[src/supervisor_defs.svh]
`ifndef SUPERVISOR_DEFS_SVH
`define SUPERVISOR_DEFS_SVH
// ----------------------------------------------------------------
// register offsets
// ----------------------------------------------------------------
`define MSC_OFS 8'h00
`define WDC_OFS 8'h04
`define STAT_OFS 8'h08
// ----------------------------------------------------------------
// field positions
// ----------------------------------------------------------------
`define MSC_MODE_LO 0
`define MSC_SUPP_BIT 2
`define MSC_DSEL_BIT 3
`define WDC_PER_LO 0
`define WDC_TYPE_BIT 3
`define WDC_FS_BIT 4
`define WDC_PAR_BIT 15
// ----------------------------------------------------------------
// reset values
// ----------------------------------------------------------------
`define WDC_RST 5'h00
`define SUPP_RST 1'b0
`define DSEL_RST 1'b0
// ----------------------------------------------------------------
// timing
// ----------------------------------------------------------------
`define CLK_KHZ 64'd250000
`define WD_MS0 64'd10
`define WD_MS1 64'd20
`define WD_MS2 64'd50
`define WD_MS3 64'd100
`define WD_MS4 64'd200
`define WD_MS5 64'd500
`define WD_MS6 64'd1000
`define WD_MS7 64'd10000
`define LW_MS 64'd200
`define RF_US 64'd10
`define RD1_MS 64'd10
`define RD2_MS 64'd1
`endif

[src/supervisor_pkg.sv]
package supervisor_pkg;
	// device operating modes
	typedef enum logic [2:0] {
		M_INIT, M_NORMAL, M_STOP, M_SLEEP, M_RESTART, M_FAILSAFE
	} dev_mode_t;
	// watchdog phase
	typedef enum logic [1:0] {WD_OFF, WD_LONG, WD_RUN} wd_state_t;
	// mode field values written by software
	typedef enum logic [1:0] {MW_NORMAL, MW_SLEEP, MW_STOP, MW_SOFTRST} mode_wr_t;
	// watchdog configuration as stored
	typedef struct packed {
		logic fail_safe;
		logic win_type;
		logic [2:0] period;
	} watchdog_type_select_t;
endpackage : supervisor_pkg

[src/reset_and_watchdog_supervisor.sv]
// Design decisions made here: the strobed register port and the address map.
`include "supervisor_defs.svh"
`timescale 1ns/100ps
`default_nettype none
module reset_and_watchdog_supervisor
	import supervisor_pkg::*;
#(
	// one entry per period setting, converted one by one, index = setting
	parameter logic [7:0][31:0] WD_PERIOD_CYC = {
		32'(`WD_MS7 * `CLK_KHZ), 32'(`WD_MS6 * `CLK_KHZ), 32'(`WD_MS5 * `CLK_KHZ), 32'(`WD_MS4 * `CLK_KHZ),
		32'(`WD_MS3 * `CLK_KHZ), 32'(`WD_MS2 * `CLK_KHZ), 32'(`WD_MS1 * `CLK_KHZ), 32'(`WD_MS0 * `CLK_KHZ)
	},
	parameter logic [31:0] LW_CYC = 32'(`LW_MS * `CLK_KHZ),
	parameter logic [31:0] RF_CYC = 32'(`RF_US * `CLK_KHZ / 64'd1000),
	parameter logic [31:0] RD1_CYC = 32'(`RD1_MS * `CLK_KHZ),
	parameter logic [31:0] RD2_CYC = 32'(`RD2_MS * `CLK_KHZ)
) (
	input wire logic clk_in,
	input wire logic sys_rst_in,
	input wire logic [7:0] addr_in,
	input wire logic [15:0] wr_data_in,
	input wire logic wr_en_in,
	input wire logic rd_en_in,
	output logic [15:0] rd_data_out,
	input wire logic main_regulator_output_above_thr_in,
	input wire logic main_regulator_output_above_1v_in,
	input wire logic supply_sense_input_above_por_in,
	input wire logic sw_dev_mode_in,
	output logic reset_out_low_out
);
	// ----------------------------------------------------------------
	// elaboration checks
	// ----------------------------------------------------------------
	if (LW_CYC == 32'h0 || RF_CYC == 32'h0 || RD1_CYC == 32'h0 || RD2_CYC == 32'h0)
		$error("timing counts must be at least one cycle");

	// ----------------------------------------------------------------
	// input synchronisers
	// ----------------------------------------------------------------
	logic [3:0] pin_meta_q;
	logic [3:0] pin_sync_q;
	logic vcc_ok;
	logic can_pull;
	logic sw_dev;
	// pins are async to clk_in: two stages before use
	always_ff @(posedge clk_in or posedge sys_rst_in) begin
		if (sys_rst_in) begin
			// the 1V and POR headroom bits start high so the pin cannot blip high after reset
			pin_meta_q <= 4'h6;
			pin_sync_q <= 4'h6;
		end else begin
			pin_meta_q <= {sw_dev_mode_in, supply_sense_input_above_por_in, main_regulator_output_above_1v_in, main_regulator_output_above_thr_in};
			pin_sync_q <= pin_meta_q;
		end
	end
	assign vcc_ok = pin_sync_q[0];
	assign can_pull = pin_sync_q[1] & pin_sync_q[2];
	assign sw_dev = pin_sync_q[3];

	// ----------------------------------------------------------------
	// command decode
	// ----------------------------------------------------------------
	logic msc_wr;
	logic wdc_wr;
	logic par_ok;
	logic soft_rst;
	mode_wr_t mode_req;
	dev_mode_t mode_q;
	wd_state_t wd_st_q;
	watchdog_type_select_t cfg_q;
	watchdog_type_select_t cfg_new;
	logic supp_q;
	logic dsel_q;
	assign msc_wr = wr_en_in && addr_in == `MSC_OFS;
	assign wdc_wr = wr_en_in && addr_in == `WDC_OFS;
	// reserved bits are part of the xor on purpose
	assign par_ok = ~^wr_data_in;
	assign mode_req = mode_wr_t'(wr_data_in[`MSC_MODE_LO+:2]);
	assign soft_rst = msc_wr && mode_req == MW_SOFTRST
		&& (mode_q == M_NORMAL || mode_q == M_STOP);
	assign cfg_new = {wr_data_in[`WDC_FS_BIT], wr_data_in[`WDC_TYPE_BIT], wr_data_in[`WDC_PER_LO+:3]};

	// ----------------------------------------------------------------
	// watchdog timing
	// ----------------------------------------------------------------
	logic [31:0] wd_cnt_q;
	logic [31:0] per_cyc;
	logic [31:0] closed_cyc;
	logic [31:0] open_end_cyc;
	logic [7:0][31:0] closed_tab;
	logic [7:0][31:0] end_tab;
	logic trig;
	logic watchdog_failure_flags;
	logic in_closed;
	// window bounds per period setting, constants after elaboration
	for (genvar i = 0; i < 8; i++) begin : g_win
		// tiny periods leave no closed window; 1.4 periods must fit the counter
		if (WD_PERIOD_CYC[i] < 32'h5 || 64'(WD_PERIOD_CYC[i]) * 64'd7 / 64'd5 > 64'hffffffff)
			$error("watchdog period outside what the counters can serve");
		assign closed_tab[i] = 32'(64'(WD_PERIOD_CYC[i]) * 64'd3 / 64'd5);
		assign end_tab[i] = 32'(64'(WD_PERIOD_CYC[i]) * 64'd7 / 64'd5);
	end
	assign per_cyc = WD_PERIOD_CYC[cfg_q.period];
	assign closed_cyc = closed_tab[cfg_q.period];
	// period sits mid open window, so window mode ends at 1.4 periods
	assign open_end_cyc = cfg_q.win_type ? end_tab[cfg_q.period] : per_cyc;
	assign trig = wdc_wr && par_ok && wd_st_q != WD_OFF;
	assign in_closed = wd_st_q == WD_RUN && cfg_q.win_type && wd_cnt_q < closed_cyc;
	// early trigger or expiry both count as failure
	assign watchdog_failure_flags = (trig && in_closed)
		|| (wd_st_q == WD_RUN && wd_cnt_q >= open_end_cyc - 32'h1)
		|| (wd_st_q == WD_LONG && !trig && wd_cnt_q >= LW_CYC - 32'h1);
	logic wd_rst_kick;
	assign wd_rst_kick = watchdog_failure_flags && !sw_dev;

	// ----------------------------------------------------------------
	// reset output generation
	// ----------------------------------------------------------------
	logic [31:0] filt_cnt_q;
	logic [31:0] dly_cnt_q;
	logic rst_act_q;
	logic dly_sel_q;
	logic kick;
	logic rst_rel;
	logic [31:0] dly_tgt;
	assign kick = wd_rst_kick || (soft_rst && !supp_q);
	assign dly_tgt = dly_sel_q ? RD2_CYC : RD1_CYC;
	assign rst_rel = rst_act_q && !kick && vcc_ok && dly_cnt_q >= dly_tgt - 32'h1;
	// undervoltage must persist for the filter time
	always_ff @(posedge clk_in or posedge sys_rst_in) begin
		if (sys_rst_in) begin
			filt_cnt_q <= 32'h0;
		end else if (vcc_ok) begin
			filt_cnt_q <= 32'h0;
		end else if (filt_cnt_q < RF_CYC) begin
			filt_cnt_q <= filt_cnt_q + 32'h1;
		end
	end
	// active from power-up; delay only runs with main_regulator_output good
	always_ff @(posedge clk_in or posedge sys_rst_in) begin
		if (sys_rst_in) begin
			rst_act_q <= 1'b1;
			dly_cnt_q <= 32'h0;
			dly_sel_q <= `DSEL_RST;
		end else if (kick || filt_cnt_q >= RF_CYC) begin
			rst_act_q <= 1'b1;
			dly_cnt_q <= 32'h0;
			dly_sel_q <= dsel_q;
		end else if (rst_act_q) begin
			if (!vcc_ok) begin
				dly_cnt_q <= 32'h0;
			end else if (rst_rel) begin
				rst_act_q <= 1'b0;
			end else begin
				dly_cnt_q <= dly_cnt_q + 32'h1;
			end
		end
	end
	// pin can only be pulled with enough supply headroom
	always_ff @(posedge clk_in or posedge sys_rst_in) begin
		if (sys_rst_in) begin
			reset_out_low_out <= 1'b0;
		end else begin
			reset_out_low_out <= !(rst_act_q && can_pull);
		end
	end

	// ----------------------------------------------------------------
	// mode and watchdog sequencing
	// ----------------------------------------------------------------
	logic [1:0] fail_q;
	always_ff @(posedge clk_in or posedge sys_rst_in) begin
		if (sys_rst_in) begin
			mode_q <= M_INIT;
			wd_st_q <= WD_OFF;
			wd_cnt_q <= 32'h0;
		end else if (soft_rst) begin
			mode_q <= M_INIT;
			wd_cnt_q <= 32'h0;
			// no pin pulse when suppressed, so start the window now
			wd_st_q <= supp_q ? WD_LONG : WD_OFF;
		end else if (watchdog_failure_flags && sw_dev) begin
			wd_st_q <= WD_LONG;
			wd_cnt_q <= 32'h0;
		end else if (watchdog_failure_flags) begin
			mode_q <= cfg_q.fail_safe ? M_FAILSAFE : M_RESTART;
			wd_st_q <= WD_OFF;
			wd_cnt_q <= 32'h0;
		end else if (trig) begin
			wd_st_q <= WD_RUN;
			wd_cnt_q <= 32'h0;
		end else if (rst_rel && (mode_q == M_INIT || mode_q == M_RESTART)) begin
			if (mode_q == M_RESTART)
				mode_q <= M_NORMAL;
			wd_st_q <= WD_LONG;
			wd_cnt_q <= 32'h0;
		end else if (msc_wr) begin
			// a mode write must not freeze the watchdog timer
			if (wd_st_q != WD_OFF)
				wd_cnt_q <= wd_cnt_q + 32'h1;
			case (mode_req)
				MW_NORMAL: begin
					if (mode_q != M_RESTART)
						mode_q <= M_NORMAL;
					if (mode_q == M_SLEEP || mode_q == M_FAILSAFE) begin
						wd_st_q <= WD_LONG;
						wd_cnt_q <= 32'h0;
					end
				end
				MW_SLEEP: begin
					if (mode_q == M_NORMAL) begin
						mode_q <= M_SLEEP;
						wd_st_q <= WD_OFF;
					end
				end
				MW_STOP: begin
					if (mode_q == M_NORMAL)
						mode_q <= M_STOP;
				end
				default: begin
				end
			endcase
		end else if (wd_st_q != WD_OFF) begin
			wd_cnt_q <= wd_cnt_q + 32'h1;
		end
	end

	// ----------------------------------------------------------------
	// configuration registers
	// ----------------------------------------------------------------
	always_ff @(posedge clk_in or posedge sys_rst_in) begin
		if (sys_rst_in) begin
			cfg_q <= `WDC_RST;
			supp_q <= `SUPP_RST;
			dsel_q <= `DSEL_RST;
		end else if (soft_rst) begin
			cfg_q <= `WDC_RST;
			supp_q <= `SUPP_RST;
			dsel_q <= `DSEL_RST;
		end else begin
			// bad parity changes nothing
			if (wdc_wr && par_ok && mode_q == M_NORMAL)
				cfg_q <= cfg_new;
			if (msc_wr && mode_req != MW_SOFTRST) begin
				supp_q <= wr_data_in[`MSC_SUPP_BIT];
				dsel_q <= wr_data_in[`MSC_DSEL_BIT];
			end
		end
	end

	// ----------------------------------------------------------------
	// status flags
	// ----------------------------------------------------------------
	logic frame_err_q;
	logic stat_rd;
	assign stat_rd = rd_en_in && addr_in == `STAT_OFS;
	// failure count saturates at three
	always_ff @(posedge clk_in or posedge sys_rst_in) begin
		if (sys_rst_in) begin
			fail_q <= 2'h0;
		end else if (soft_rst) begin
			fail_q <= 2'h0; // soft reset outranks a same-cycle failure
		end else if (wd_rst_kick) begin
			fail_q <= fail_q == 2'h3 ? 2'h3 : fail_q + 2'h1;
		end else if ((trig && !in_closed) || mode_q == M_SLEEP) begin
			fail_q <= 2'h0;
		end
	end
	// read of status clears; a new error in that cycle wins
	always_ff @(posedge clk_in or posedge sys_rst_in) begin
		if (sys_rst_in) begin
			frame_err_q <= 1'b0;
		end else if (wdc_wr && !par_ok) begin
			frame_err_q <= 1'b1;
		end else if (stat_rd || soft_rst) begin
			frame_err_q <= 1'b0;
		end
	end

	// ----------------------------------------------------------------
	// read port
	// ----------------------------------------------------------------
	always_ff @(posedge clk_in or posedge sys_rst_in) begin
		if (sys_rst_in) begin
			rd_data_out <= 16'h0;
		end else if (rd_en_in) begin
			case (addr_in)
				`MSC_OFS: rd_data_out <= {12'h0, dsel_q, supp_q, 2'h0};
				// reserved and parity positions read as zero
				`WDC_OFS: rd_data_out <= {11'h0, cfg_q};
				`STAT_OFS: rd_data_out <= {7'h0, wd_st_q, rst_act_q, frame_err_q, fail_q, mode_q};
				default: rd_data_out <= 16'h0;
			endcase
		end else begin
			rd_data_out <= 16'h0;
		end
	end

	// ----------------------------------------------------------------
	// assertions
	// ----------------------------------------------------------------
	a_parity_discard: assert property (@(posedge clk_in) disable iff (sys_rst_in)
		wdc_wr && !par_ok && wd_st_q != WD_OFF && !watchdog_failure_flags && !rst_rel
		|=> frame_err_q && wd_cnt_q == $past(wd_cnt_q) + 32'h1)
		else $error("bad parity write not flagged");
	a_parity_keep: assert property (@(posedge clk_in) disable iff (sys_rst_in)
		wdc_wr && !par_ok && !watchdog_failure_flags && !rst_rel |=> frame_err_q && $stable(cfg_q) && $stable(wd_st_q))
		else $error("bad parity write altered watchdog");
	a_soft_ignored: assert property (@(posedge clk_in) disable iff (sys_rst_in)
		msc_wr && mode_req == MW_SOFTRST && mode_q != M_NORMAL && mode_q != M_STOP
		&& !watchdog_failure_flags && !rst_rel |=> $stable(mode_q))
		else $error("soft reset acted outside normal or stop");
	a_soft_init: assert property (@(posedge clk_in) disable iff (sys_rst_in)
		soft_rst |=> mode_q == M_INIT && cfg_q == `WDC_RST && fail_q == 2'h0)
		else $error("soft reset did not reinitialise");
	a_soft_pin: assert property (@(posedge clk_in) disable iff (sys_rst_in)
		soft_rst && !supp_q && can_pull |=> ##1 !reset_out_low_out)
		else $error("soft reset did not pull the pin");
	a_cfg_stop: assert property (@(posedge clk_in) disable iff (sys_rst_in)
		mode_q == M_STOP && !soft_rst |=> $stable(cfg_q))
		else $error("configuration changed in stop");
	a_watchdog_failure_flags_rst: assert property (@(posedge clk_in) disable iff (sys_rst_in)
		watchdog_failure_flags && !sw_dev && !soft_rst |=> rst_act_q && wd_st_q == WD_OFF
		&& (mode_q == M_RESTART || mode_q == M_FAILSAFE))
		else $error("watchdog failure without reset");
	a_trig_clears: assert property (@(posedge clk_in) disable iff (sys_rst_in)
		trig && !watchdog_failure_flags && !soft_rst |=> fail_q == 2'h0 && wd_st_q == WD_RUN && wd_cnt_q == 32'h0)
		else $error("good trigger did not restart");
	a_pin_gate: assert property (@(posedge clk_in) disable iff (sys_rst_in)
		!can_pull |=> reset_out_low_out)
		else $error("pin pulled without supply headroom");
	a_restart_long: assert property (@(posedge clk_in) disable iff (sys_rst_in)
		rst_rel && mode_q == M_RESTART && !trig && !soft_rst |=> mode_q == M_NORMAL && wd_st_q == WD_LONG)
		else $error("restart did not resume with long window");
	a_dev_long: assert property (@(posedge clk_in) disable iff (sys_rst_in)
		watchdog_failure_flags && sw_dev && !soft_rst |=> wd_st_q == WD_LONG && !$changed(mode_q))
		else $error("development mode failure mishandled");
	a_timeout_expiry: assert property (@(posedge clk_in) disable iff (sys_rst_in)
		wd_st_q == WD_RUN && !cfg_q.win_type && wd_cnt_q == per_cyc - 32'h1 && !sw_dev && !soft_rst
		|=> rst_act_q && wd_st_q == WD_OFF)
		else $error("time-out expiry did not reset");
	a_pin_follow: assert property (@(posedge clk_in) disable iff (sys_rst_in)
		rst_act_q && can_pull |=> !reset_out_low_out)
		else $error("reset active but pin not low");
	a_frame_clear: assert property (@(posedge clk_in) disable iff (sys_rst_in)
		stat_rd && !wdc_wr |=> !frame_err_q)
		else $error("status read did not clear frame error");
	a_wdc_reserved: assert property (@(posedge clk_in) disable iff (sys_rst_in)
		rd_en_in && addr_in == `WDC_OFS |=> rd_data_out[15:5] == 11'h0)
		else $error("reserved watchdog bits read back nonzero");
	a_soft_quiet: assert property (@(posedge clk_in) disable iff (sys_rst_in)
		soft_rst && supp_q && !rst_act_q && filt_cnt_q < RF_CYC && !wd_rst_kick |=> !rst_act_q)
		else $error("suppressed soft reset pulled the pin");
endmodule : reset_and_watchdog_supervisor
`default_nettype wire

[config.mk]
export PLATFORM = sky130hd
export DESIGN_NAME = reset_and_watchdog_supervisor
export DESIGN_NICKNAME = d
export VERILOG_FILES = /design/src/supervisor_pkg.sv /design/src/reset_and_watchdog_supervisor.sv
export VERILOG_INCLUDE_DIRS = /design/src
export SDC_FILE = /design/constraint.sdc
export NUM_CORES = 1
export LEC_CHECK = 0
export BUFFER_PORTS_ARGS = -buffer_cell sky130_fd_sc_hd__buf_2
export CORE_AREA = 2 2 146 148
export CTS_CLUSTER_DIAMETER = 50
export DETAILED_ROUTE_END_ITERATION = 8
export DIE_AREA = 0 0 148 150
export GPL_TIMING_DRIVEN = 0
export HOLD_SLACK_MARGIN = 0.03
export SYNTH_ARGS = -nofsm -noshare
export SYNTH_HDL_FRONTEND = slang
export SYNTH_SLANG_ARGS = --single-unit
[constraint.sdc]
create_clock -name clk_in -period 4.3 [get_ports clk_in]
set_input_delay 0.43 -clock clk_in [delete_from_list [all_inputs] [get_ports clk_in]]
set_output_delay 0.43 -clock clk_in [all_outputs]
set_load 0.01 [all_outputs]
# ---- Word-level counts from Yosys, hierarchy flattened
# Memory sizes are Yosys's and may differ from the RTL's.
# Cells that the tools add are included.
dict set report totals {
  rom_bits 768
  regBits 138
  out_inout_bits 17
  n_memories 3
  inputBits 32
  wordCells 178
}
# memory words word_bits rd rd_clocked_by_memory_dff write_ports line_no
set mem_list {}
lappend mem_list {{(name not given)} 8 32 1 0 0 reset_and_watchdog_supervisor.sv:106} ;# assign open_end_cyc = cfg_q.win_type ? end_tab[cfg_q.period] : per_cyc;
lappend mem_list {{(name not given)} 8 32 1 0 0 reset_and_watchdog_supervisor.sv:104} ;# assign closed_cyc = closed_tab[cfg_q.period];
lappend mem_list {{(name not given)} 8 32 1 0 0 reset_and_watchdog_supervisor.sv:103} ;# assign per_cyc = WD_PERIOD_CYC[cfg_q.period];
dict set report op_classes {
  bitwise 1
  mux 60
  n_eq_ne 24
  addsub 6
  order_cmp 7
  n_reduce_logical 59
}
# operator n
set op_table {}
lappend op_table {{2-to-1 mux 32 bit} 19}
lappend op_table {{adder 32 x 1 -> 32 bit (second input constant)} 3}
lappend op_table {{greater-or-equal comparator 32 bit} 2}
lappend op_table {{greater-or-equal comparator 32 x 12 -> 1 bit (second input constant)} 1}
lappend op_table {{greater-or-equal comparator 32 x 26 -> 1 bit (second input constant)} 1}
lappend op_table {{< comparator 32 x 12 -> 1 bit (second input constant)} 1}
lappend op_table {{< comparator 32 bit} 1}
lappend op_table {{subtractor 32 x 1 -> 32 bit (second input constant)} 1}
lappend op_table {{2-to-1 mux 3 bit} 10}
lappend op_table {{one-hot mux 9 bit (3 select lines)} 1}
lappend op_table {{logical AND 1 bit} 25}
lappend op_table {{2-to-1 mux 2 bit} 12}
lappend op_table {{subtractor 22 x 1 -> 23 bit (second input constant)} 1}
lappend op_table {{2-to-1 mux 22 bit} 1}
lappend op_table {{2-to-1 mux 16 bit} 1}
lappend op_table {{XNOR reduction 16 bit} 1}
lappend op_table {{inequality test 5 bit (second input constant)} 3}
lappend op_table {{inequality test 7 bit (second input constant)} 2}
lappend op_table {{2-to-1 mux 1 bit} 12}
lappend op_table {{nonzero test 2 bit} 6}
lappend op_table {{nonzero test 6 bit} 2}
lappend op_table {{2-to-1 mux 5 bit} 2}
lappend op_table {{logical OR 1 bit} 9}
lappend op_table {{one-hot mux 3 bit (3 select lines)} 1}
lappend op_table {{other kinds (25)} 39}

# ---- Depth between registers and ports, before layout
# Gate-level depths: netlist of run 1.
dict set report depth {
  depth_word 20
  depth_mapped 22
  ltp_nobuf 18
}

# ---- Worst setup path after synthesis of run 1
# No wires, ideal clock.
dict set report synth_path {
  path_kind {reg2reg}
  startpoint {reg cfg_q[0] in the netlist's numbering}
  endpoint {reg mode_q[1]}
  synth_period_minus_slack_ps 4138
  n_path_buf 2
  arrival_time_ps 4013
  required_time_ps 4175
  path_slack_ps 162
  stages_incl_launch_ff 21
  path_cell_list {dfrtp_1 > clkbuf_1 > inv_1 > ha_1 > clkbuf_1 > nor2_1 > a21boi_0 > nor3_1 > nor2b_1 > inv_1 > o21ai_0 > ha_1 > a21oi_1 > nor2b_1 > o21ai_0 > and4b_1 > o21ai_1 > nor3b_1 > a2bb2oi_1 > o21ai_1 > mux2_2}
}
dict set report synth_via {
  elab_chain_len 20
}
# element line_no
set synth_rtl {}
lappend synth_rtl {{from (decl)} reset_and_watchdog_supervisor.sv:70} ;# watchdog_type_select_t cfg_q;
lappend synth_rtl {{from (signal assigned)} reset_and_watchdog_supervisor.sv:233} ;# cfg_q <= `WDC_RST;
lappend synth_rtl {{from (signal assigned)} reset_and_watchdog_supervisor.sv:237} ;# cfg_q <= `WDC_RST;
lappend synth_rtl {{from (signal assigned)} reset_and_watchdog_supervisor.sv:243} ;# cfg_q <= cfg_new;
lappend synth_rtl {{memory read (8 x 32 bit), on equally long branches} n/a}
lappend synth_rtl {{2-to-1 mux 32 bit, on equally long branches} {reset_and_watchdog_supervisor.sv:103, reset_and_watchdog_supervisor.sv:106}}
lappend synth_rtl {{2-to-1 mux 32 bit} reset_and_watchdog_supervisor.sv:106}
lappend synth_rtl {{subtractor 32 x 1 -> 32 bit} reset_and_watchdog_supervisor.sv:111} ;# || (wd_st_q == WD_RUN && wd_cnt_q >= open_end_cyc - 32'h1)
lappend synth_rtl {{greater-or-equal comparator 32 bit} reset_and_watchdog_supervisor.sv:111}
lappend synth_rtl {{logical AND 1 bit} reset_and_watchdog_supervisor.sv:111}
lappend synth_rtl {{logical OR 1 bit *} reset_and_watchdog_supervisor.sv:111}
lappend synth_rtl {{logical OR 1 bit *} reset_and_watchdog_supervisor.sv:112} ;# || (wd_st_q == WD_LONG && !trig && wd_cnt_q >= LW_CYC - 32'h1);
lappend synth_rtl {{[2 not listed]} n/a}
lappend synth_rtl {{logical NOT 1 bit} reset_and_watchdog_supervisor.sv:128} ;# assign rst_rel = rst_act_q && !kick && vcc_ok && dly_cnt_q >= dly_tgt - 32'h1;
lappend synth_rtl {{logical AND 1 bit (3 in series)} reset_and_watchdog_supervisor.sv:128}
lappend synth_rtl {{logical AND 1 bit} reset_and_watchdog_supervisor.sv:192} ;# end else if (rst_rel && (mode_q == M_INIT || mode_q == M_RESTART)) begin
lappend synth_rtl {{2-to-1 mux 3 bit} reset_and_watchdog_supervisor.sv:192}
lappend synth_rtl {{2-to-1 mux 3 bit} reset_and_watchdog_supervisor.sv:189} ;# end else if (trig) begin
lappend synth_rtl {{2-to-1 mux 3 bit} reset_and_watchdog_supervisor.sv:185} ;# end else if (watchdog_failure_flags) begin
lappend synth_rtl {{2-to-1 mux 3 bit} reset_and_watchdog_supervisor.sv:182} ;# end else if (watchdog_failure_flags && sw_dev) begin
lappend synth_rtl {{2-to-1 mux 3 bit} reset_and_watchdog_supervisor.sv:177} ;# end else if (soft_rst) begin
lappend synth_rtl {{to (signal assigned)} reset_and_watchdog_supervisor.sv:186} ;# mode_q <= cfg_q.fail_safe ? M_FAILSAFE : M_RESTART;
lappend synth_rtl {{to (decl)} reset_and_watchdog_supervisor.sv:68} ;# dev_mode_t mode_q;
# Every way passes the cells marked *; elsewhere a longest branch is shown, timed or not. The select of a mux whose other input is x is not followed.
# A chain may end at the register's enable or synchronous reset.

# ---- Worst setup path after layout of run 1
dict set report layout_path {
  startpoint {reg cfg_q[1] in the netlist's numbering}
  endpoint {reg mode_q[1]}
}
# The elaborated chain is that of the path after synthesis.

==> results of run 1 <==
[kinds of logic after synthesis]
group,after synthesis,share of synthesized area
compound gates,191,0.143
xor+xnor,61,0.0678
fa+ha+maj,81,0.119
buf+inv,77,0.0391
flops,131,0.387
mux,9,0.0108
other cells,2,0.000885
simple gates,388,0.232
[what timing repair did]
action | in CTS | in global routing
pin swaps | 1 | 3
hold buffers | 0 | 0
setup endpoints to repair | 73 | 69
gates cloned | 0 | 0
gates resized for setup | 22 | 27
buffers inserted | 2 | 5
[cell usage in the layout (no fill, tap or decap), drive strengths merged, types with 4 or more instances in the layout]
master	instances
inv	39
a21o	10
o31ai	6
and3	17
nand2	78
mux2i	8
nor2b	29
a22o	4
o21ai	46
dfrtp	126
or4	5
buf	62
dfstp	5
nand2b	4
a22oi	5
conb	8
nand3	31
and2	12
or3	9
o211ai	9
nor4	14
ha	81
nor2	122
nor3	16
nor4b	6
a21oi	63
clkbuf	45
xor2	25
a31oi	7
a211oi	7
xnor2	33
nand4	26
and4	7
[through the flow]
stage / power [mW] / setup WS [ps] / instances / setup TNS, ps
2_1_floorplan: 1.79 / 162 / 946 / 0
3_3_place_gp: 1.95 / -1330 / 1262 / -235710
3_5_place_dp: 1.96 / -1110 / 1263 / -65460
4_1_cts: 3.55 / 56.8 / 1296 / 0
5_1_grt: 3.70 / -37.0 / 1298 / -149
6_report: 3.54 / 242 / 1298 / 0
[power breakdown]
group / internal [mW] / total (mW) / switching (mW)
clock: 0.969 / 1.57 / 0.597
sequential: 1.29 / 1.37 / 0.0761
combinational: 0.247 / 0.599 / 0.352
total: 2.51 / 3.54 / 1.03
[flip-flops by register name (all words and copies together) (netlist names), 2 cells and up]
signal,count
mode_q,3
dly_cnt_q,32
cfg_q,5
pin_sync_q,4
fail_q,2
pin_meta_q,4
filt_cnt_q,32
wd_st_q,2
rd_data_out,9
wd_cnt_q,32
[metal layers]
metal	global-route usage	up-vias	wire length [um]
met1	0.264	3400	10100
met3	0.0418	39	691
li1	-	3494	-
met2	0.333	130	10400
met5	0	-	0
met4	0.0710	0	465
[cell type report]
cell class              instances  area share
plain buffers                  38      0.0210
clock buffers                  20      0.0471
clock inverters                12      0.0167
inverters                      35      0.0144
multi-input cells             738       0.505
flip-flops and latches        131       0.332
well taps                     275      0.0348
repair buffers                 49      0.0288
[worst min path at each step]
stage | startpoint | end | slack [ps] | cells after the start
global route | main_regulator_output_above_1v_in | pin_meta_q[1] | 80 | 1
finish | main_regulator_output_above_1v_in | pin_meta_q[1] | 100 | 1
CTS | main_regulator_output_above_1v_in | pin_meta_q[1] | 80 | 1
global placement | pin_meta_q[0] | pin_sync_q[0] | 330 | 0
floorplan | pin_meta_q[0] | pin_sync_q[0] | 330 | 0
detailed placement | pin_meta_q[1] | pin_sync_q[1] | 350 | 0
==> impl_results.html, run 1 <==
<table>
<tr><th>Metric</th><th>Value</th></tr>
<tr><th colspan="2">Logic synthesis</th></tr>
<tr><td>Number of flops mapped to enable cells by yosys</td><td>0</td></tr>
<tr><td>Library cell occupying the most area in the post-synthesis netlist</td><td>dfrtp_1</td></tr>
<tr><td>Yosys Warn Count</td><td>0</td></tr>
<tr><td>Post-synthesis instance area</td><td>8480 sq um</td></tr>
<tr><td>Gate count of the mapped netlist</td><td>940</td></tr>
<tr><td>Synth cell count leaders</td><td>dfrtp_1, nor2_1, ha_1, nand2_1, a21oi_1</td></tr>
<tr><td>Fraction of the yosys area taken by sequential cells</td><td>0.387</td></tr>
<tr><td>Post-synthesis area per instance</td><td>9.02 sq um</td></tr>
<tr><td>Post-synthesis register bit count</td><td>roughly 130</td></tr>
<tr><td>Leading cell type by number of instances after synthesis</td><td>dfrtp_1</td></tr>
<tr><td>Yosys cell types</td><td>71</td></tr>
<tr><td>Share of the synthesized area in the top cell type</td><td>0.372</td></tr>
<tr><td>Async SR Flop Fraction</td><td>1.00</td></tr>
<tr><td>Cells taking the most area after synthesis</td><td>dfrtp_1, ha_1, nor2_1, a21oi_1, nand2_1</td></tr>
<tr><td>Dominant synthesized flop cell</td><td>dfrtp_1</td></tr>
<tr><th colspan="2">STA</th></tr>
<tr><td>Final setup violation count</td><td>0</td></tr>
<tr><td>Fmax</td><td>246 MHz</td></tr>
<tr><td>Worst Max-Slew Pin Slew</td><td>between 900 and 1000 ps</td></tr>
<tr><td>Setup clock skew after layout</td><td>9.38 ps</td></tr>
<tr><td>Relative slew slack</td><td>0.372</td></tr>
<tr><td>Hold Fails Final Rpt</td><td>0</td></tr>
<tr><td>Time the worst path needs with I/O delays and setup</td><td>4060 ps</td></tr>
<tr><td>Final hold slack</td><td>~95 ps</td></tr>
<tr><td>Slew Limit Fails</td><td>0</td></tr>
<tr><td>Ratio of final minimum period to clock period</td><td>0.944</td></tr>
<tr><th colspan="2">Placement</th></tr>
<tr><td>Count of input and output buffers</td><td>41</td></tr>
<tr><td>Post-DP HPWL</td><td>15800 um</td></tr>
<tr><td>Gpl congestion</td><td>0.890</td></tr>
<tr><td>Total placed instance area</td><td>slightly above 9000 sq um</td></tr>
<tr><th colspan="2">Floorplan</th></tr>
<tr><td>Standard-cell rows</td><td>53</td></tr>
<tr><td>Die outline width</td><td>148 um</td></tr>
<tr><td>Starting Density</td><td>0.410</td></tr>
<tr><td>Die Y</td><td>150 um</td></tr>
<tr><td>Top-Level Pins</td><td>slightly below 50</td></tr>
<tr><td>Area of the placeable core</td><td>slightly above 20000 sq um</td></tr>
<tr><td>Die area</td><td>around 22000 sq um</td></tr>
<tr><th colspan="2">Global route</th></tr>
<tr><td>Maximum number of pins on one net before global-route repair</td><td>roughly 80</td></tr>
<tr><td>Vias in the first global route</td><td>6900</td></tr>
<tr><td>GRT Total Usage</td><td>0.202</td></tr>
<tr><td>GR Overflow Total</td><td>0</td></tr>
<tr><td>Number of antenna violations at the first check in global routing</td><td>0</td></tr>
<tr><td>Global-route wire length before repair</td><td>~35000 um</td></tr>
<tr><th colspan="2">Routing</th></tr>
<tr><td>Via count</td><td>7063</td></tr>
<tr><td>Number of nets with antenna violations after routing</td><td>0</td></tr>
<tr><td>Post-route DRC violation count</td><td>0</td></tr>
<tr><td>Vias per cell</td><td>around 5.4</td></tr>
<tr><td>Violation count after the first detailed-route iteration</td><td>421</td></tr>
<tr><td>Drt pass-1 iters</td><td>5</td></tr>
<tr><td>Mean routed wirelength per cell</td><td>16.7 um</td></tr>
<tr><td>Routed wire length</td><td>21700 um</td></tr>
<tr><th colspan="2">Setup path</th></tr>
<tr><td>Required time at the worst-slack endpoint</td><td>4610 ps</td></tr>
<tr><td>Depth of the worst register-to-register path</td><td>16</td></tr>
<tr><td>Critical Path Start Type</td><td>flop</td></tr>
<tr><td>Largest fanout on the critical path</td><td>11</td></tr>
<tr><td>Library cell contributing the largest single delay on the critical path</td><td>dfrtp_2</td></tr>
<tr><td>R2R Path End</td><td>mode_q[1]</td></tr>
<tr><td>Termination of the worst setup path</td><td>mode_q[1]</td></tr>
<tr><td>Number of buffers and inverters on the critical path</td><td>3</td></tr>
<tr><td>Worst EP arrival</td><td>4370 ps</td></tr>
<tr><td>Crit Path Class</td><td>flop to flop</td></tr>
<tr><td>Worst setup path start</td><td>cfg_q[1]</td></tr>
<tr><td>Critical path's largest stage delay</td><td>520 ps</td></tr>
<tr><td>Type of element capturing the critical path</td><td>flop</td></tr>
<tr><td>Ordered list of cells on the worst path</td><td>inv_4 &gt; ha_1 &gt; clkbuf_4 &gt; inv_1 &gt; nor2_2 &gt; nor2_1 &gt; o21ai_0 &gt; ha_1 &gt; and4_1 &gt; a221o_1 &gt; a2bb2oi_1 &gt; o21ai_4 &gt; nor3b_2 &gt; a2bb2oi_1 &gt; o21ai_2 &gt; mux2_2</td></tr>
<tr><td>Crit. path cell count</td><td>16</td></tr>
<tr><td>Source of the worst register-to-register timing path</td><td>cfg_q[1]</td></tr>
<tr><td>Top cell family by delay on the critical path</td><td>compound AO/OA/AOI/OAI gates</td></tr>
<tr><td>Register-to-Register Setup Slack</td><td>240 ps</td></tr>
<tr><th colspan="2">Outcome</th></tr>
<tr><td>Outcome</td><td>completed</td></tr>
<tr><th colspan="2">Power</th></tr>
<tr><td>Peak supply drop</td><td>0.253 mV</td></tr>
<tr><td>Leakage power</td><td>4.55 nW</td></tr>
<tr><td>Cell Pwr Density</td><td>357 nW/um^2</td></tr>
<tr><th colspan="2">Cells and area</th></tr>
<tr><td>Share of the core filled with cells in the final layout</td><td>0.479</td></tr>
<tr><td>Filler cells</td><td>between 2000 and 2500</td></tr>
<tr><td>Area of all placed cells without fillers</td><td>9900 sq um</td></tr>
<tr><td>Proportion of layout cells with a drive suffix above 1</td><td>0.136</td></tr>
<tr><td>Multi-input gate area</td><td>between 5000 and 6000 sq um</td></tr>
<tr><td>Antenna diode count</td><td>0</td></tr>
<tr><td>Area of all sequential standard cells</td><td>~3300 sq um</td></tr>
<tr><td>Final net count</td><td>1123</td></tr>
<tr><td>Area growth from synthesis to final layout</td><td>16.7%</td></tr>
<tr><th colspan="2">Clocking</th></tr>
<tr><td>CTS buffer count</td><td>17</td></tr>
<tr><td>Root buffer selected by CTS</td><td>clkbuf_16</td></tr>
<tr><td>CTS tree</td><td>yes</td></tr>
<tr><td>Clock transition at the registers of the reported paths</td><td>60 ps</td></tr>
<tr><td>Bufs on Longest Clock Path</td><td>2</td></tr>
<tr><td>TritonCTS sink count</td><td>approximately 130</td></tr>
<tr><td>Insertion delay to the later sink of the worst-skew pair</td><td>430 ps</td></tr>
<tr><td>H-tree levels</td><td>4</td></tr>
<tr><th colspan="2">Worst hold path</th></tr>
<tr><td>Type of the tightest min-delay check</td><td>input pin to flop</td></tr>
<tr><th colspan="2">Job</th></tr>
<tr><td>Total of max-cap violations</td><td>0</td></tr>
</table>
Note: power is estimated with default switching activity, not from simulation.
==> run 2, diff against run 1 <==
- RECOVER_POWER: unset -> 25
==> run 2 against run 1 <==
The run now ends with capacitance limit, slew limit left. Combinational power is essentially flat. Core utilization is essentially flat. Clock power barely moved. Via count about the same. Sequential share of layout area hardly changed. Highest routed layer unchanged. Cell count unchanged. Worst hold slack barely moved. Die area stayed put. Register-to-register slack is essentially flat. Global-route usage did not move. Largest cell class unchanged.
==> impl_results.html, run 2 (synthesized netlist as in run 1, its figures left out) <==
<table>
<tr><th>Metric</th><th>Value</th></tr>
<tr><th colspan="2">Routing</th></tr>
<tr><td>Number of nets with antenna violations after routing</td><td>0 (unchanged)</td></tr>
<tr><td>Drt pass-1 iters</td><td>5 (unchanged)</td></tr>
<tr><td>Post-route DRC violation count</td><td>0 (unchanged)</td></tr>
<tr><td>Vias per cell</td><td>5.44 (about the same)</td></tr>
<tr><td>Routed wire length</td><td>21700 um (about the same)</td></tr>
<tr><td>Mean routed wirelength per cell</td><td>16.7 um (about the same)</td></tr>
<tr><td>Via count</td><td>7062 (was 7063)</td></tr>
<tr><td>Violation count after the first detailed-route iteration</td><td>421 (unchanged)</td></tr>
<tr><th colspan="2">Cells and area</th></tr>
<tr><td>Share of the core filled with cells in the final layout</td><td>0.478 (was 0.479)</td></tr>
<tr><td>Highest-count cells in the layout ignoring fill and taps</td><td>dfrtp_1, nor2_1, nand2_1, ha_1, a21oi_1 (unchanged)</td></tr>
<tr><td>Proportion of layout cells with a drive suffix above 1</td><td>0.135 (was 0.136)</td></tr>
<tr><td>Area of all placed cells without fillers</td><td>9900 sq um (about the same)</td></tr>
<tr><td>Antenna diode count</td><td>0 (unchanged)</td></tr>
<tr><td>Most common library cell in the layout ignoring fill and taps</td><td>dfrtp_1 (unchanged)</td></tr>
<tr><td>Final net count</td><td>1123 (unchanged)</td></tr>
<tr><td>Non-filler instance count after layout</td><td>1298 (unchanged)</td></tr>
<tr><td>Top flop regs</td><td>dly_cnt_q x32, filt_cnt_q x32, wd_cnt_q x32 (unchanged)</td></tr>
<tr><td>Area growth from synthesis to final layout</td><td>16.7% (about the same)</td></tr>
<tr><th colspan="2">Clocking</th></tr>
<tr><td>H-tree levels</td><td>4 (unchanged)</td></tr>
<tr><td>Insertion delay to the later sink of the worst-skew pair</td><td>430 ps (about the same)</td></tr>
<tr><td>TritonCTS sink count</td><td>131 (unchanged)</td></tr>
<tr><td>CTS tree</td><td>yes (unchanged)</td></tr>
<tr><td>Post-cts hold buffer count</td><td>0 (unchanged)</td></tr>
<tr><td>Bufs on Longest Clock Path</td><td>2 (unchanged)</td></tr>
<tr><td>CTS buffer count</td><td>17 (unchanged)</td></tr>
<tr><td>Clock transition at the registers of the reported paths</td><td>60 ps (about the same)</td></tr>
<tr><td>Root buffer selected by CTS</td><td>clkbuf_16 (unchanged)</td></tr>
<tr><th colspan="2">Placement</th></tr>
<tr><td>Total placed instance area</td><td>9090 sq um (unchanged)</td></tr>
<tr><td>Cells after DPL</td><td>1263 (unchanged)</td></tr>
<tr><td>Gpl congestion</td><td>0.890 (unchanged)</td></tr>
<tr><td>Count of input and output buffers</td><td>41 (unchanged)</td></tr>
<tr><td>Post-DP HPWL</td><td>15800 um (unchanged)</td></tr>
<tr><th colspan="2">Setup path</th></tr>
<tr><td>Largest fanout on the critical path</td><td>11 (unchanged)</td></tr>
<tr><td>Critical path's largest stage delay</td><td>520 ps (about the same)</td></tr>
<tr><td>Number of buffers and inverters on the critical path</td><td>3 (unchanged)</td></tr>
<tr><td>Critical Path Start Type</td><td>flop (unchanged)</td></tr>
<tr><td>Crit Path Class</td><td>flop to flop (unchanged)</td></tr>
<tr><td>Type of element capturing the critical path</td><td>flop (unchanged)</td></tr>
<tr><td>Library cell contributing the largest single delay on the critical path</td><td>dfrtp_2 (unchanged)</td></tr>
<tr><td>Top cell family by delay on the critical path</td><td>compound AO/OA/AOI/OAI gates (unchanged)</td></tr>
<tr><td>Worst EP arrival</td><td>4370 ps (about the same)</td></tr>
<tr><td>Ordered list of cells on the worst path</td><td>inv_4 &gt; ha_1 &gt; clkbuf_4 &gt; inv_1 &gt; nor2_2 &gt; nor2_1 &gt; o21ai_0 &gt; ha_1 &gt; and4_1 &gt; a221o_1 &gt; a2bb2oi_1 &gt; o21ai_4 &gt; nor3b_2 &gt; a2bb2oi_1 &gt; o21ai_2 &gt; mux2_2 (unchanged)</td></tr>
<tr><td>Required time at the worst-slack endpoint</td><td>4610 ps (about the same)</td></tr>
<tr><th colspan="2">STA</th></tr>
<tr><td>Slew Limit Fails</td><td>77 (was 0)</td></tr>
<tr><td>Time the worst path needs with I/O delays and setup</td><td>4060 ps (about the same)</td></tr>
<tr><td>Relative slew slack</td><td>-1.05 (was 0.372)</td></tr>
<tr><td>Fmax</td><td>246 MHz (about the same)</td></tr>
<tr><td>Final setup violation count</td><td>0 (unchanged)</td></tr>
<tr><td>Ratio of final minimum period to clock period</td><td>0.944 (about the same)</td></tr>
<tr><td>Hold Fails Final Rpt</td><td>0 (unchanged)</td></tr>
<tr><td>Setup clock skew after layout</td><td>9.39 ps (was 9.38 ps)</td></tr>
<tr><td>Worst Max-Slew Pin Slew</td><td>3070 ps (was 934 ps)</td></tr>
<tr><td>Final hold slack</td><td>95.3 ps (was 95.4 ps)</td></tr>
<tr><th colspan="2">Global route</th></tr>
<tr><td>GR Overflow Total</td><td>0 (unchanged)</td></tr>
<tr><td>Vias in the first global route</td><td>6900 (unchanged)</td></tr>
<tr><td>Global-route wire length before repair</td><td>35500 um (unchanged)</td></tr>
<tr><td>GRT Total Usage</td><td>0.202 (unchanged)</td></tr>
<tr><td>Maximum number of pins on one net before global-route repair</td><td>78 (unchanged)</td></tr>
<tr><td>Number of antenna violations at the first check in global routing</td><td>0 (unchanged)</td></tr>
<tr><th colspan="2">Floorplan</th></tr>
<tr><td>Area of the placeable core</td><td>20700 sq um (unchanged)</td></tr>
<tr><td>Die outline width</td><td>148 um (unchanged)</td></tr>
<tr><td>Top-Level Pins</td><td>49 (unchanged)</td></tr>
<tr><td>Starting Density</td><td>0.410 (unchanged)</td></tr>
<tr><td>Die area</td><td>22200 sq um (unchanged)</td></tr>
<tr><td>Standard-cell rows</td><td>53 (unchanged)</td></tr>
<tr><td>Die Y</td><td>150 um (unchanged)</td></tr>
<tr><th colspan="2">Power</th></tr>
<tr><td>Leakage power</td><td>4.55 nW (about the same)</td></tr>
<tr><td>Peak supply drop</td><td>0.253 mV (unchanged)</td></tr>
<tr><td>Cell Pwr Density</td><td>357 nW/um^2 (about the same)</td></tr>
<tr><th colspan="2">Job</th></tr>
<tr><td>Total of max-cap violations</td><td>1 (was 0)</td></tr>
<tr><th colspan="2">Outcome</th></tr>
<tr><td>Violated checks</td><td>capacitance limit, slew limit</td></tr>
<tr><td>Outcome</td><td>complete, but fails checks (was completed)</td></tr>
<tr><th colspan="2">Worst hold path</th></tr>
<tr><td>Type of the tightest min-delay check</td><td>input pin to flop (unchanged)</td></tr>
</table>
## run 2: cell counts in the layout (fill, tap and decap cells not counted)
No cell type changed its count.
## run 2: stage by stage
stage / setup TNS, ps / total power, mW / setup slack (ps)
after floorplan: 0 / 1.79 / 162
after global placement: -235710 / 1.95 / -1330
after detailed placement: -65460 / 1.96 / -1110
after CTS: 0 / 3.55 / 56.8
after global routing: -149 / 3.70 / -37.0
final: 0 / 3.54 / 242
## run 2: path summary, 6_finish.rpt
path,startpoint,end,slack [ps],depth (start not counted)
setup / recovery,cfg_q[1],mode_q[1],240,16
hold / removal,main_regulator_output_above_1v_in,pin_meta_q[1],100,1
setup reg to reg,cfg_q[1],mode_q[1],240,16
hold reg to reg,pin_meta_q[1],pin_sync_q[1],360,0
max in group asynchronous,sys_rst_in,cfg_q[0],1210,2
min in group asynchronous,sys_rst_in,rd_data_out[8],1100,2
## run 2: where the power goes
| group | leakage [nW] | total, mW | internal (mW) | switching [mW] |
|---|---|---|---|---|
| clock | 0.306 | 1.57 | 0.969 | 0.597 |
| combinational | 2.49 | 0.599 | 0.247 | 0.352 |
| sequential | 1.75 | 1.37 | 1.29 | 0.0761 |
| total | 4.55 | 3.54 | 2.51 | 1.03 |
## run 2: worst reg2reg max path: cells and delay by family (launching register included)
family	cells	cell delay, ps
AO/OA/AOI/OAI	6	1310
multiplexers	1	370
buffers and inverters	3	490
flip-flops	1	520
AND/OR/NAND/NOR	4	750
adder cells (fa/ha/maj)	2	500
## run 2: routing by layer
metal	part of all wire	global-route usage
met5	0	0
met4	0.021	0.0710
met3	0.032	0.0418
met2	0.48	0.333
met1	0.47	0.264
## run 2: timing repair
action,4_1_cts,5_1_grt
endpoints found under the setup margin,73,69
setup buffers,2,5
resized for setup,22,27
pin swaps,1,3
## run 2: final cells by class
cell class | count | area [sq um]
inverters | 35 | 138
well taps | 275 | 344
flip-flops and latches | 131 | 3290
clock buffers | 20 | 467
repair buffers | 49 | 285
clock inverters | 12 | 165
fillers | 2020 | 10800
plain buffers | 38 | 208
multi-input cells | 738 | 5000
